<file path="config.mk">
export PLATFORM = sky130hd
export DESIGN_NAME = gdc_ctrl
export DESIGN_NICKNAME = d
export VERILOG_FILES = /design/src/design/gdc_pkg.sv /design/src/design/gdc_ctrl.sv /design/src/design/gdc_sync2.sv
export SDC_FILE = /design/constraint.sdc
export NUM_CORES = 1
export LEC_CHECK = 0
export ABC_AREA = 1
export CAP_MARGIN = 20
export CORE_MARGIN = 1
export CORE_UTILIZATION = 45
export CTS_CLUSTER_SIZE = 28
export DETAILED_ROUTE_END_ITERATION = 8
export DONT_BUFFER_PORTS = 1
export GPL_ROUTABILITY_DRIVEN = 0
export GPL_TIMING_DRIVEN = 0
export SLEW_MARGIN = 20
export SYNTH_ARGS = -nofsm -noshare
export SYNTH_HDL_FRONTEND = slang
export SYNTH_HIERARCHICAL = 1
export SYNTH_SLANG_ARGS = --single-unit
</file>
<file path="constraint.sdc">
create_clock -name pclk -period 1.7 [get_ports pclk]
set_input_delay 0.34 -clock pclk [delete_from_list [all_inputs] [get_ports pclk]]
set_output_delay 0.34 -clock pclk [all_outputs]
set_load 0.005 [all_outputs]
</file>
<file path="src/design/gdc_pkg.sv">
package gdc_pkg;
    // register byte offsets on the apb side
    localparam logic [7:0] GDC_CTRL_OFS = 8'h00;
    localparam logic [7:0] GDC_STAT_OFS = 8'h04;
    localparam logic [7:0] GDC_RLEN_OFS = 8'h08;
    // control register fields
    localparam int GDC_CTRL_GATE_BIT = 0;
    localparam int GDC_CTRL_INV_BIT = 1;
    localparam int GDC_CTRL_CLR_BIT = 2;
    // status register fields
    localparam int GDC_STAT_SEEN_BIT = 0;
    localparam int GDC_STAT_LINE_BIT = 1;
    localparam int GDC_STAT_BUSY_BIT = 2;
    localparam int GDC_STAT_GATE_BIT = 3;
    // reset values
    localparam logic [31:0] GDC_CTRL_RST = 32'h0000_0000;
    localparam logic [15:0] GDC_RLEN_RST = 16'h007D;
    // timing: clock period and settle time around the reset pulse
    localparam int GDC_CLK_PERIOD_PS = 8000;
    localparam int GDC_SETTLE_NS = 1000;
    // least time, so round up
    localparam int GDC_SETTLE_CYC = (GDC_SETTLE_NS * 1000 + GDC_CLK_PERIOD_PS - 1)
                                    / GDC_CLK_PERIOD_PS;
    // sequencer states, one-hot
    typedef enum logic [3:0] {
        GDC_RUN = 4'b0001,
        GDC_SAFE = 4'b0010,
        GDC_PULSE = 4'b0100,
        GDC_RECOVER = 4'b1000
    } gdc_state_t;
endpackage : gdc_pkg

</file>
<file path="src/design/gdc_ctrl.sv">
`timescale 1ns/1ps
module gdc_ctrl
    import gdc_pkg::*;
#(
    parameter int ADDR_W = 8,
    parameter int CNT_W = 16
) (
    input wire logic pclk,
    input wire logic presetn,
    input wire logic psel,
    input wire logic penable,
    input wire logic pwrite,
    input wire logic [ADDR_W-1:0] paddr,
    input wire logic [31:0] pwdata,
    output logic [31:0] prdata,
    output logic pready,
    output logic pslverr,
    input wire logic error_line_n,
    output logic gate_cmd_noninv,
    output logic gate_cmd_inv,
    output logic drv_reset_n
);
    // refuse shapes the decode and counters cannot serve, at elaboration
    if (ADDR_W < 4 || ADDR_W > 8) begin : g_bad_addr_w
        $error("gdc_ctrl: ADDR_W must be 4..8");
    end
    if (CNT_W < 8 || CNT_W > 16) begin : g_bad_cnt_w
        $error("gdc_ctrl: CNT_W must be 8..16");
    end

    localparam logic [CNT_W-1:0] SETTLE_CNT = CNT_W'(GDC_SETTLE_CYC);

    logic error_line_s; // synchronised error line, high when released
    logic fault_low; // error line pulled low by some driver
    logic gate_on_r; // software gate request
    logic inv_mode_r; // 1: inverting input wiring
    logic fault_seen_r; // sticky record of a low error line
    logic fault_hold_r; // gate held off until a reset sequence ends
    logic [CNT_W-1:0] rlen_r; // reset pulse length in cycles
    logic [CNT_W-1:0] cnt_r; // sequencer counter
    gdc_state_t state_r; // reset sequencer state
    gdc_state_t state_nxt;
    logic run_gate; // gate wanted on this cycle
    logic noninv_nxt;
    logic inv_nxt;
    logic wr_acc; // write taken this cycle
    logic clr_req; // write-one to the clear bit
    logic [31:0] rd_nxt;
    logic err_nxt;
    logic pready_r;
    logic [31:0] prdata_r;
    logic pslverr_r;
    logic noninv_r;
    logic inv_r;
    logic reset_n_r;

    // decoded address hit, shared by read and write paths
    function automatic logic [1:0] dec_addr(input logic [ADDR_W-1:0] a);
        logic [7:0] a8;
        a8 = 8'(a);
        if (a8 == GDC_CTRL_OFS) begin
            dec_addr = 2'h1;
        end else if (a8 == GDC_STAT_OFS) begin
            dec_addr = 2'h2;
        end else if (a8 == GDC_RLEN_OFS) begin
            dec_addr = 2'h3;
        end else begin
            dec_addr = 2'h0;
        end
    endfunction : dec_addr

    // the error line is an open-collector net from outside, so it is synchronised
    gdc_sync2 #(
        .RST_VAL(1'b1)
    ) u_err_sync (
        .clk(pclk),
        .rst_n(presetn),
        .din(error_line_n),
        .dout(error_line_s)
    );

    // low means some driver on the wired line reports an error
    assign fault_low = !error_line_s;

    // apb: answer in the first access cycle, data prepared during setup
    assign wr_acc = psel && penable && pready_r && pwrite;
    assign clr_req = wr_acc && (dec_addr(paddr) == 2'h1) && pwdata[GDC_CTRL_CLR_BIT];

    // read mux and error flag for the setup cycle
    always_comb begin
        rd_nxt = 32'h0000_0000;
        err_nxt = 1'b0;
        if (dec_addr(paddr) == 2'h1) begin
            rd_nxt[GDC_CTRL_GATE_BIT] = gate_on_r;
            rd_nxt[GDC_CTRL_INV_BIT] = inv_mode_r;
        end else if (dec_addr(paddr) == 2'h2) begin
            rd_nxt[GDC_STAT_SEEN_BIT] = fault_seen_r;
            rd_nxt[GDC_STAT_LINE_BIT] = fault_low;
            rd_nxt[GDC_STAT_BUSY_BIT] = (state_r != GDC_RUN);
            rd_nxt[GDC_STAT_GATE_BIT] = run_gate;
        end else if (dec_addr(paddr) == 2'h3) begin
            rd_nxt = 32'(rlen_r);
        end else begin
            // unmapped: error answer, data zero
            err_nxt = 1'b1;
        end
    end

    // apb answer flops
    always_ff @(posedge pclk or negedge presetn) begin
        if (!presetn) begin
            pready_r <= 1'b0;
            prdata_r <= 32'h0000_0000;
            pslverr_r <= 1'b0;
        end else begin
            pready_r <= psel && !penable;
            prdata_r <= (psel && !penable && !pwrite) ? rd_nxt : 32'h0000_0000;
            pslverr_r <= psel && !penable && err_nxt;
        end
    end

    // software control and reset length
    always_ff @(posedge pclk or negedge presetn) begin
        if (!presetn) begin
            gate_on_r <= GDC_CTRL_RST[GDC_CTRL_GATE_BIT];
            inv_mode_r <= GDC_CTRL_RST[GDC_CTRL_INV_BIT];
            rlen_r <= CNT_W'(GDC_RLEN_RST);
        end else if (wr_acc && dec_addr(paddr) == 2'h1) begin
            gate_on_r <= pwdata[GDC_CTRL_GATE_BIT];
            inv_mode_r <= pwdata[GDC_CTRL_INV_BIT];
        end else if (wr_acc && dec_addr(paddr) == 2'h3) begin
            // zero would never end the pulse, so it reads back as one
            rlen_r <= (pwdata[CNT_W-1:0] == '0) ? CNT_W'(1) : pwdata[CNT_W-1:0];
        end
    end

    // sticky status: write one clears, a low line in the same cycle wins
    always_ff @(posedge pclk or negedge presetn) begin
        if (!presetn) begin
            fault_seen_r <= 1'b0;
        end else if (fault_low) begin
            fault_seen_r <= 1'b1;
        end else if (wr_acc && dec_addr(paddr) == 2'h2 && pwdata[GDC_STAT_SEEN_BIT]) begin
            fault_seen_r <= 1'b0;
        end
    end

    // hold the gate off after an error until the reset sequence completes;
    // the driver already forces its gate off, this keeps our command honest
    always_ff @(posedge pclk or negedge presetn) begin
        if (!presetn) begin
            fault_hold_r <= 1'b0;
        end else if (fault_low && state_r == GDC_RUN) begin
            fault_hold_r <= 1'b1;
        end else if (state_r == GDC_RECOVER && cnt_r == CNT_W'(1)) begin
            fault_hold_r <= 1'b0;
        end
    end

    // sequencer next state: settle with inputs off, pulse reset, settle again
    always_comb begin
        state_nxt = state_r;
        case (state_r)
            GDC_RUN: begin
                if (clr_req) begin
                    state_nxt = GDC_SAFE;
                end
            end
            GDC_SAFE: begin
                if (cnt_r == CNT_W'(1)) begin
                    state_nxt = GDC_PULSE;
                end
            end
            GDC_PULSE: begin
                if (cnt_r == CNT_W'(1)) begin
                    state_nxt = GDC_RECOVER;
                end
            end
            GDC_RECOVER: begin
                if (cnt_r == CNT_W'(1)) begin
                    state_nxt = GDC_RUN;
                end
            end
            default: begin
                state_nxt = GDC_RUN;
            end
        endcase
    end

    // sequencer state and its counter
    always_ff @(posedge pclk or negedge presetn) begin
        if (!presetn) begin
            state_r <= GDC_RUN;
            cnt_r <= '0;
        end else begin
            state_r <= state_nxt;
            if (state_r == GDC_RUN && state_nxt == GDC_SAFE) begin
                cnt_r <= SETTLE_CNT;
            end else if (state_r == GDC_SAFE && state_nxt == GDC_PULSE) begin
                cnt_r <= rlen_r;
            end else if (state_r == GDC_PULSE && state_nxt == GDC_RECOVER) begin
                cnt_r <= SETTLE_CNT;
            end else if (cnt_r != '0) begin
                cnt_r <= cnt_r - CNT_W'(1);
            end
        end
    end

    // the gate is commanded only in run, with no error pending
    assign run_gate = (state_r == GDC_RUN) && !fault_hold_r && !fault_low && gate_on_r;

    // pin encoding; both inputs always actively driven, never left floating
    always_comb begin
        if (inv_mode_r) begin
            noninv_nxt = 1'b1;
            inv_nxt = !run_gate;
        end else begin
            noninv_nxt = run_gate;
            inv_nxt = 1'b0;
        end
    end

    // pin flops; push-pull outputs straight from registers
    always_ff @(posedge pclk or negedge presetn) begin
        if (!presetn) begin
            noninv_r <= 1'b0;
            inv_r <= 1'b0;
            reset_n_r <= 1'b1;
        end else begin
            noninv_r <= noninv_nxt;
            inv_r <= inv_nxt;
            reset_n_r <= (state_nxt != GDC_PULSE);
        end
    end

    assign prdata = prdata_r;
    assign pready = pready_r;
    assign pslverr = pslverr_r;
    assign gate_cmd_noninv = noninv_r;
    assign gate_cmd_inv = inv_r;
    assign drv_reset_n = reset_n_r;
endmodule : gdc_ctrl

</file>
<file path="src/design/gdc_sync2.sv">
`timescale 1ns/1ps
// two-flop synchroniser for an asynchronous pin level
module gdc_sync2 #(
    parameter logic RST_VAL = 1'b1
) (
    input wire logic clk,
    input wire logic rst_n,
    input wire logic din,
    output logic dout
);
    logic meta_r; // first stage, read only by the second stage
    logic sync_r; // second stage

    // both stages reset to the idle level of the line
    always_ff @(posedge clk or negedge rst_n) begin
        if (!rst_n) begin
            meta_r <= RST_VAL;
            sync_r <= RST_VAL;
        end else begin
            meta_r <= din;
            sync_r <= meta_r;
        end
    end

    assign dout = sync_r;
endmodule : gdc_sync2

</file>
Word level (Yosys, flattened, before mapping)
Index checks and enable logic that the tools add are counted.

Flip-flop bits (word level): 79. Input port bits: 46. Output and inout port bits: 37. Word-level logic and storage cells: 98.

Add/sub/neg operators: 1. Eq/ne operators: 18. Mux-type cells: 33. Bitwise operators: 1. Reductions and logical operators: 30.

Operators with widths (count): two-way mux 16 bit (6); two-way mux 32 bit (1); two-way mux 30 bit (1); two-way mux 4 bit (5); logical AND 1 bit (19); two-way mux 2 bit (9); == test 16 x 1 -> 1 bit (second input constant) (1); zero test 16 bit (1); case mux 4 bit (4 select lines) (1); nonzero test 16 bit (1); subtractor 16 x 1 -> 16 bit (second input constant) (1); two-way mux 12 bit (1); two-way mux 1 bit (9); == test 2 bit (second input constant) (4); == test 4 x 2 -> 1 bit (second input constant) (2); == test 4 x 3 -> 1 bit (second input constant) (2); == test 4 bit (second input constant) (2); == test 8 x 3 -> 1 bit (second input constant) (1); == test 8 x 4 -> 1 bit (second input constant) (1); zero test 8 bit (1); zero test 1 bit (5); == test 4 x 1 -> 1 bit (second input constant) (1); inequality test 4 x 1 -> 1 bit (second input constant) (1); inequality test 4 x 3 -> 1 bit (second input constant) (1); 6 further kinds (6).

Longest topological paths before layout
Gate-level depths: netlist (run 1).

Word-level depth: 14. Depth in mapped cells: 13. Depth with buffers taken out: 13.

By module
Netlist (run 1), hierarchy kept.

By module, submodules not included: gdc_ctrl (times used 1, cells each 422, area each 3398.3 um^2, sequential area each 1536.5 um^2); gdc_sync2 (times used 1, cells each 2, area each 52.6 um^2, sequential area each 52.6 um^2).

Worst setup path after synthesis (run 1)
OpenSTA, ideal clock, no wires.

Path type: flip-flop to flip-flop. Start: register cnt_r[1]. End: register cnt_r[6]. Setup time: 0.121 ns. Arrival time: 1.438 ns. Data required time: 1.579 ns. Slack: 0.141 ns. Cell stages (with the launch flop): 12. Clock period less this slack: 1.559 ns. Path through: dfrtp_1 -> inv_1 -> ha_1 -> nand2_4 -> nor2_8 -> nand2_4 -> nand2_2 -> nand2_2 -> buf_6 -> buf_6 -> o21ai_1 -> a21oi_2.

Cells in the longest elaborated chain, start to end: 8.

Ends and longest elaborated chain: start, declared (line gdc_ctrl.sv:40) `logic [CNT_W-1:0] cnt_r;`; start signal, assigned (line gdc_ctrl.sv:200) `cnt_r <= rlen_r;`; start signal, assigned (line gdc_ctrl.sv:204) `cnt_r <= cnt_r - CNT_W'(1);`; == test 16 x 1 -> 1 bit (line gdc_ctrl.sv:170, gdc_ctrl.sv:175, gdc_ctrl.sv:180); two-way mux 4 bit (on tied branches) (line gdc_ctrl.sv:180, gdc_ctrl.sv:170, gdc_ctrl.sv:175); case mux 4 bit (4 select lines) (line gdc_ctrl.sv:163) `case (state_r)`; == test 4 bit (line gdc_ctrl.sv:201) `end else if (state_r == GDC_PULSE && state_nxt == GDC_RECOVER) begin`; logical AND 1 bit (line gdc_ctrl.sv:201); two-way mux 16 bit (line gdc_ctrl.sv:201); two-way mux 16 bit (line gdc_ctrl.sv:199) `end else if (state_r == GDC_SAFE && state_nxt == GDC_PULSE) begin`; two-way mux 16 bit (line gdc_ctrl.sv:197) `if (state_r == GDC_RUN && state_nxt == GDC_SAFE) begin`.

Parallel ways exist; a longest one is shown, timed or not. The select of a mux whose other input is x is not followed. A chain may end at the register's enable or synchronous reset.

Worst setup path after layout (run 1)
Start: register cnt_r[10]. End: register cnt_r[5].

Same word-level chain as after synthesis.

==> impl_metrics.toml, run 1 <==
[finish]
fillers = 676
n_antenna_cell = 0
drive_gt1_share_pct = 27.1
area_growth_pct = 18.1
multi_input_area_sq_mm = 0.00161
fin_cells = 572
seq_area_sq_mm = 0.00159
nNetsFinal = 517
final_area_sq_mm = 0.00408

[global_route]
grt_first_pass_wirelength_um = 12400
grt_usage_pct = 20.7
grt_overflow_total = 0
grt_max_degree = 64
first_global_vias = 2577
antenna_found_initial = 0

[yosys]
synth_area_leaders = "dfrtp_1 38%, nand2_1 11%, dfstp_2 7.6%, inv_1 6.0%, nand3_1 4.5%"
synth_cell_types = 37
synth.top_cell.area_share_pct = 38.4
synth_area_sq_mm = 0.00345
synth_top_cell_by_area = "dfrtp_1"
synthCells = 424
ys.flop_type = "dfrtp_1"
synth_edf_count = 0
synth_seq_cells = 63
async_flop_share_pct = 100
yosysSeqAreaShare_pct = 46.0
synth_area_per_cell_sq_um = 8.14
yosysWarnings = 6

[critical_path]
cp-end-kind = "flip-flop"
rr_worst_depth = 10
startpoint_type = "flip-flop"
cp.arrival_ns = 1.89
slowest_stage = "dfrtp_1"
crit_type = "reg -> reg"
cp.required_ns = 1.93
cp_slowest_stage_delay_ns = 0.44
cp_cell_sequence = "nor2_2 -> nand2_4 -> nor2_8 -> nand2_4 -> nand2_4 -> nand2_4 -> buf_6 -> buf_8 -> o21ai_1 -> a21oi_1"
crit_top_cell = "nand2_4"
crit_fanout = 10

[power_and_ir_drop]
report.power.total_mw = 4.39
max-vdd-ir-drop_mv = 0.479
swShare_pct = 34.2
p_per_area_mw_per_mm2 = 1080
power.switching_mw = 1.50
seq_power_share_pct = 40.6
p_int_mw = 2.89
clock_power_share_pct = 29.9
comb_power_share_pct = 29.5
p_leak_nw = 2.08

[detailed_routing]
routed_wl_um = 7760
drt_pass1_iterations = 4
avgRoutedWirePerCell_um = 13.6
final_antenna_net_count = 0
remaining_drc_errors = 0
drt_iter0_drc = 129
dr_total_vias = 2726
via_per_inst = 4.77

[floorplan]
die-area_sq_mm = 0.00802
die_height_um = 89.6
start_util_pct = 47.1
ios = 83
die_x_um = 89.6
rows = 31
coreArea_sq_mm = 0.00733

[cts]
htreeDepth = 3
path_clk_slew_ns = 0.07
clock_latency_ns = 0.35
cts_made_buffers = 9
clock_sinks = 63
clockRootBuffer = "clkbuf_8"
ctsHoldBuffers = 1
clk_path_buf_depth = 2
cts_tree = "built"

[outcome]
status = "complete, but fails checks"
violations = "negative hold slack"

[timing]
hold_viol_final = 63
skew_ns = 0.00940
final_max_slew_viol_count = 0
fin_crit_ns = 1.66
period_share_pct = 97.5
tns_ns = 0
fmax_mhz = 603
layout_setup_ws_ns = 0.0419
setup_violations = 0
finalHoldWorstSlack_ns = -0.322
rsz0062_at_grt = "true"

[place]
hpwl_um = 5440
dp_cells = 538
dpl_cell_area_sq_mm = 0.00363
dp_slack_ns = -0.191
io_buffers = 0

[run]
drv_cap = 0

[min_path]
min_path_type = "in -> async"
[logic make-up (layout without fill, tap and decap cells)]
kind of cell               after synthesis  count (layout)  share of synthesized area (%)
AOI/OAI and AO/OA                       34              34                           5.29
xor gates and xnor gates                 6               6                           1.52
adders and majority gates                3               3                           1.09
buffers and inverters                   83             117                           11.9
DFF                                     63              63                           46.0
muxes                                    2               2                          0.653
other                                    1              16                          0.109
and+or+nand+nor                        232             232                           33.4
[critical path: cells and delay by family, from the launching register on]
| family | cells | cell delay, ns |
|---|---|---|
| buffers and inverters | 2 | 0.28 |
| and+or+nand+nor | 6 | 0.65 |
| DFF | 1 | 0.44 |
| AOI/OAI and AO/OA | 2 | 0.19 |
[per-layer routing]
layer | part of all wire [%] | GRT usage, % | vias up
met5 | 0 | 0 | -
met4 | 1.4 | 7.79 | 0
met3 | 4.9 | 5.12 | 11
met2 | 46 | 31.7 | 65
met1 | 48 | 28.5 | 1250
li1 | - | - | 1400
[placed cells by master (no fill, tap or decap), drive strengths merged, types with 8 or more instances in the layout]
cell type,instances
clkbuf,10
nand3,33
o21ai,24
buf,42
inv,57
conb,16
nand2,113
nor2,56
dfrtp,53
nor3,15
dfstp,10
nand4,8
[power by group through the flow]
stage	Combinational, mW	Clock [mW]	Sequential, mW
6_report	1.30	1.31	1.78
5_1_grt	1.47	1.40	1.80
4_1_cts	1.08	1.33	1.76
3_5_place_dp	1.05	0	1.79
3_3_place_gp	1.04	0	1.79
2_1_floorplan	0.905	0	1.76
[synthesized netlist by cell type, types with 3 or more instances]
library cell,n
a21oi_1,5
nor3_1,15
buf_2,4
o21ai_0,15
o21ai_1,9
buf_4,17
nand2_1,105
xnor2_1,4
inv_1,55
nor2_2,15
nand4_1,7
nor2_4,6
dfrtp_1,53
nor2_1,33
dfstp_2,10
nand2_2,5
nand3_1,31
nand2_4,3
ha_1,3
nor4_1,5
[timing repair]
| item | CTS | global route |
|---|---|---|
| pin swaps | 1 | 12 |
| cloned | 0 | 1 |
| gates resized for setup | 4 | 32 |
| endpoints found under the setup margin | 20 | 17 |
| hold endpoints to repair | 64 | 63 |
| setup buffers | 2 | 14 |
[final timing paths]
kind / startpoint / to / slack [ns]
setup / recovery: cnt_r[10]$_DFFE_PN0P_ / cnt_r[5]$_DFFE_PN0P_ / 0.04
hold / removal: presetn / pslverr$_DFF_PN0_ / -0.32
setup reg to reg: cnt_r[10]$_DFFE_PN0P_ / cnt_r[5]$_DFFE_PN0P_ / 0.04
hold reg to reg: u_err_sync/meta_r$_DFF_PN1_ / u_err_sync/dout$_DFF_PN1_ / 0.36
max in group asynchronous: presetn / rlen_r[6]$_DFFE_PN1P_ / 1.83
min in group pclk: penable / pready$_DFF_PN0_ / 0.06
[area by class of cell]
type                            instances  share of cell area, %
Tap cell                               99                   3.04
Inverter                               57                   5.31
Buffer                                 26                   5.00
Sequential cell                        63                   39.0
Clock inverter                          7                   1.81
Timing Repair Buffer                   18                   3.31
Clock buffer                            9                   3.04
Multi-Input combinational cell        293                   39.5
[flip-flops by register name, summed over array words and instances (netlist names)]
| name | cells |
|---|---|
| fault_hold_r | 1 |
| pslverr | 1 |
| drv_reset_n | 1 |
| prdata | 16 |
| fault_seen_r | 1 |
| gate_on_r | 1 |
| state_r | 4 |
| inv_mode_r | 1 |
| gate_cmd_noninv | 1 |
| rlen_r | 16 |
| u_err_sync/meta_r | 1 |
| pready | 1 |
| u_err_sync/dout | 1 |
| cnt_r | 16 |
| gate_cmd_inv | 1 |
[metrics by stage]
step	utilization (%)	hold WS [ns]
after floorplan	-	0.0444
after global placement	49.5	0.0456
after detailed placement	49.5	0.0456
after CTS	52.7	-0.336
after global routing	55.6	-0.340
final	55.6	-0.322
Power figures use the tool's default switching activity.
==> run 2, diff against run 1 <==
CAP_MARGIN = unset   (was 20)
CORE_ASPECT_RATIO = 1.4   (was unset)
==> impl_metrics.toml, run 2 (same netlist as run 1, synthesis figures left out) <==
[outcome]
status = "complete, but fails checks"
violations = "negative hold slack"

[critical_path]
cp.arrival_ns = 1.90
crit_type = "reg -> reg"
rr_worst_depth = 10
startpoint_type = "flip-flop"
cp.required_ns = 1.97
cp-end-kind = "flip-flop"
crit_fanout = 10

[min_path]
min_path_type = "in -> async"

[finish]
final_cell_mix = "104 x nand2_1, 53 x inv_1, 52 x dfrtp_1"
final_common_cell = "nand2_1"
area_growth_pct = 17.5
seq_area_sq_mm = 0.00159
fillers = 718
fin_util_pct = 54.7
multi_input_area_sq_mm = 0.00157
final_area_sq_mm = 0.00406
drive_gt1_share_pct = 25.7
n_antenna_cell = 0
nNetsFinal = 519

[timing]
tns_ns = 0
rsz0062_at_grt = "true"
period_share_pct = 95.4
hold_viol_final = 63
fmax_mhz = 616
finalHoldWorstSlack_ns = -0.313
fin_crit_ns = 1.62
final_max_slew_viol_count = 0
skew_ns = 0.00654
setup_violations = 0

[cts]
clk_path_buf_depth = 2
htreeDepth = 3
clock_latency_ns = 0.34
path_clk_slew_ns = 0.07
ctsHoldBuffers = 1
clockRootBuffer = "clkbuf_8"
cts_tree = "built"
cts_made_buffers = 9
clock_sinks = 63

[power_and_ir_drop]
comb_power_share_pct = 29.0
seq_power_share_pct = 40.5
power.switching_mw = 1.43
p_leak_nw = 2.08
p_int_mw = 2.94
swShare_pct = 32.7
p_per_area_mw_per_mm2 = 1080
max-vdd-ir-drop_mv = 0.669
clock_power_share_pct = 30.5

[floorplan]
ios = 83
rows = 37
die_x_um = 76.0
start_util_pct = 46.6
die_height_um = 106
die-area_sq_mm = 0.00803
coreArea_sq_mm = 0.00741

[place]
hpwl_um = 5470
io_buffers = 0
dpl_cell_area_sq_mm = 0.00363

[detailed_routing]
dr_total_vias = 2737
via_per_inst = 4.78
remaining_drc_errors = 0
drt_pass1_iterations = 5
drt_iter0_drc = 173
routed_wl_um = 7560
final_antenna_net_count = 0
avgRoutedWirePerCell_um = 13.2

[global_route]
grt_overflow_total = 0
grt_first_pass_wirelength_um = 11900
grt_max_degree = 64
antenna_found_initial = 0
first_global_vias = 2571
grt_usage_pct = 19.4

[run]
drv_cap = 0
-- run 2: what timing repair did --
item	4_1_cts	5_1_grt
pin swaps	1	12
setup endpoints to repair	16	17
resized for setup	5	19
buffers inserted	2	17
endpoints found under the hold margin	64	63
-- run 2: power groups by stage --
stage / Combinational [mW] / Sequential (mW) / Clock, mW
2_1_floorplan: 0.905 / 1.76 / 0
3_5_place_dp: 1.06 / 1.79 / 0
6_report: 1.27 / 1.77 / 1.33
3_3_place_gp: 1.04 / 1.79 / 0
4_1_cts: 1.09 / 1.76 / 1.37
5_1_grt: 1.42 / 1.79 / 1.42
-- run 2: critical path: stages, from the launching register on --
cell and delay (ns):
dfrtp_1 0.42, nor2_2 0.17, nand2_2 0.12, nor2_8 0.15, nand3_4 0.11, nor2_4 0.14, nor2_2 0.07, nand2_4 0.09
inv_4 0.05, buf_8 0.14, a21oi_2 0.10
-- run 2: path summary, 6_finish.rpt --
path,start,end,slack [ns]
worst min-delay path,presetn,prdata[13]$_DFF_PN0_,-0.31
worst max register to register,cnt_r[11]$_DFFE_PN0P_,cnt_r[6]$_DFFE_PN0P_,0.08
worst min register to register,u_err_sync/meta_r$_DFF_PN1_,u_err_sync/dout$_DFF_PN1_,0.36
max in group asynchronous,presetn,rlen_r[0]$_DFFE_PN1P_,1.82
worst max-delay path,cnt_r[11]$_DFFE_PN0P_,cnt_r[6]$_DFFE_PN0P_,0.08
min in group pclk,penable,pready$_DFF_PN0_,0.07
-- run 2: stage by stage --
step | setup slack, ns | total power, mW | cells
final | 0.0779 | 4.37 | 572
after global placement | -0.165 | 2.83 | 536
after detailed placement | -0.208 | 2.85 | 536
after global routing | -0.0381 | 4.63 | 572
after CTS | 0.0208 | 4.23 | 555
after floorplan | 0.141 | 2.67 | 439
-- run 2: area by class of cell --
| type | count | area share [%] |
|---|---|---|
| plain buffers | 26 | 4.94 |
| clock buffers | 13 | 3.92 |
| repair buffers | 20 | 3.76 |
| flip-flops and latches | 63 | 39.2 |
| multi-input cells | 293 | 38.8 |
| well taps | 97 | 2.99 |
| clock inverters | 3 | 1.05 |
| inverters | 57 | 5.34 |
-- run 2: per-layer routing --
layer	global-route usage (%)	wire [um]
met1	21.9	3150
met2	34.2	3870
met3	5.02	383
met4	9.07	160
met5	0	0
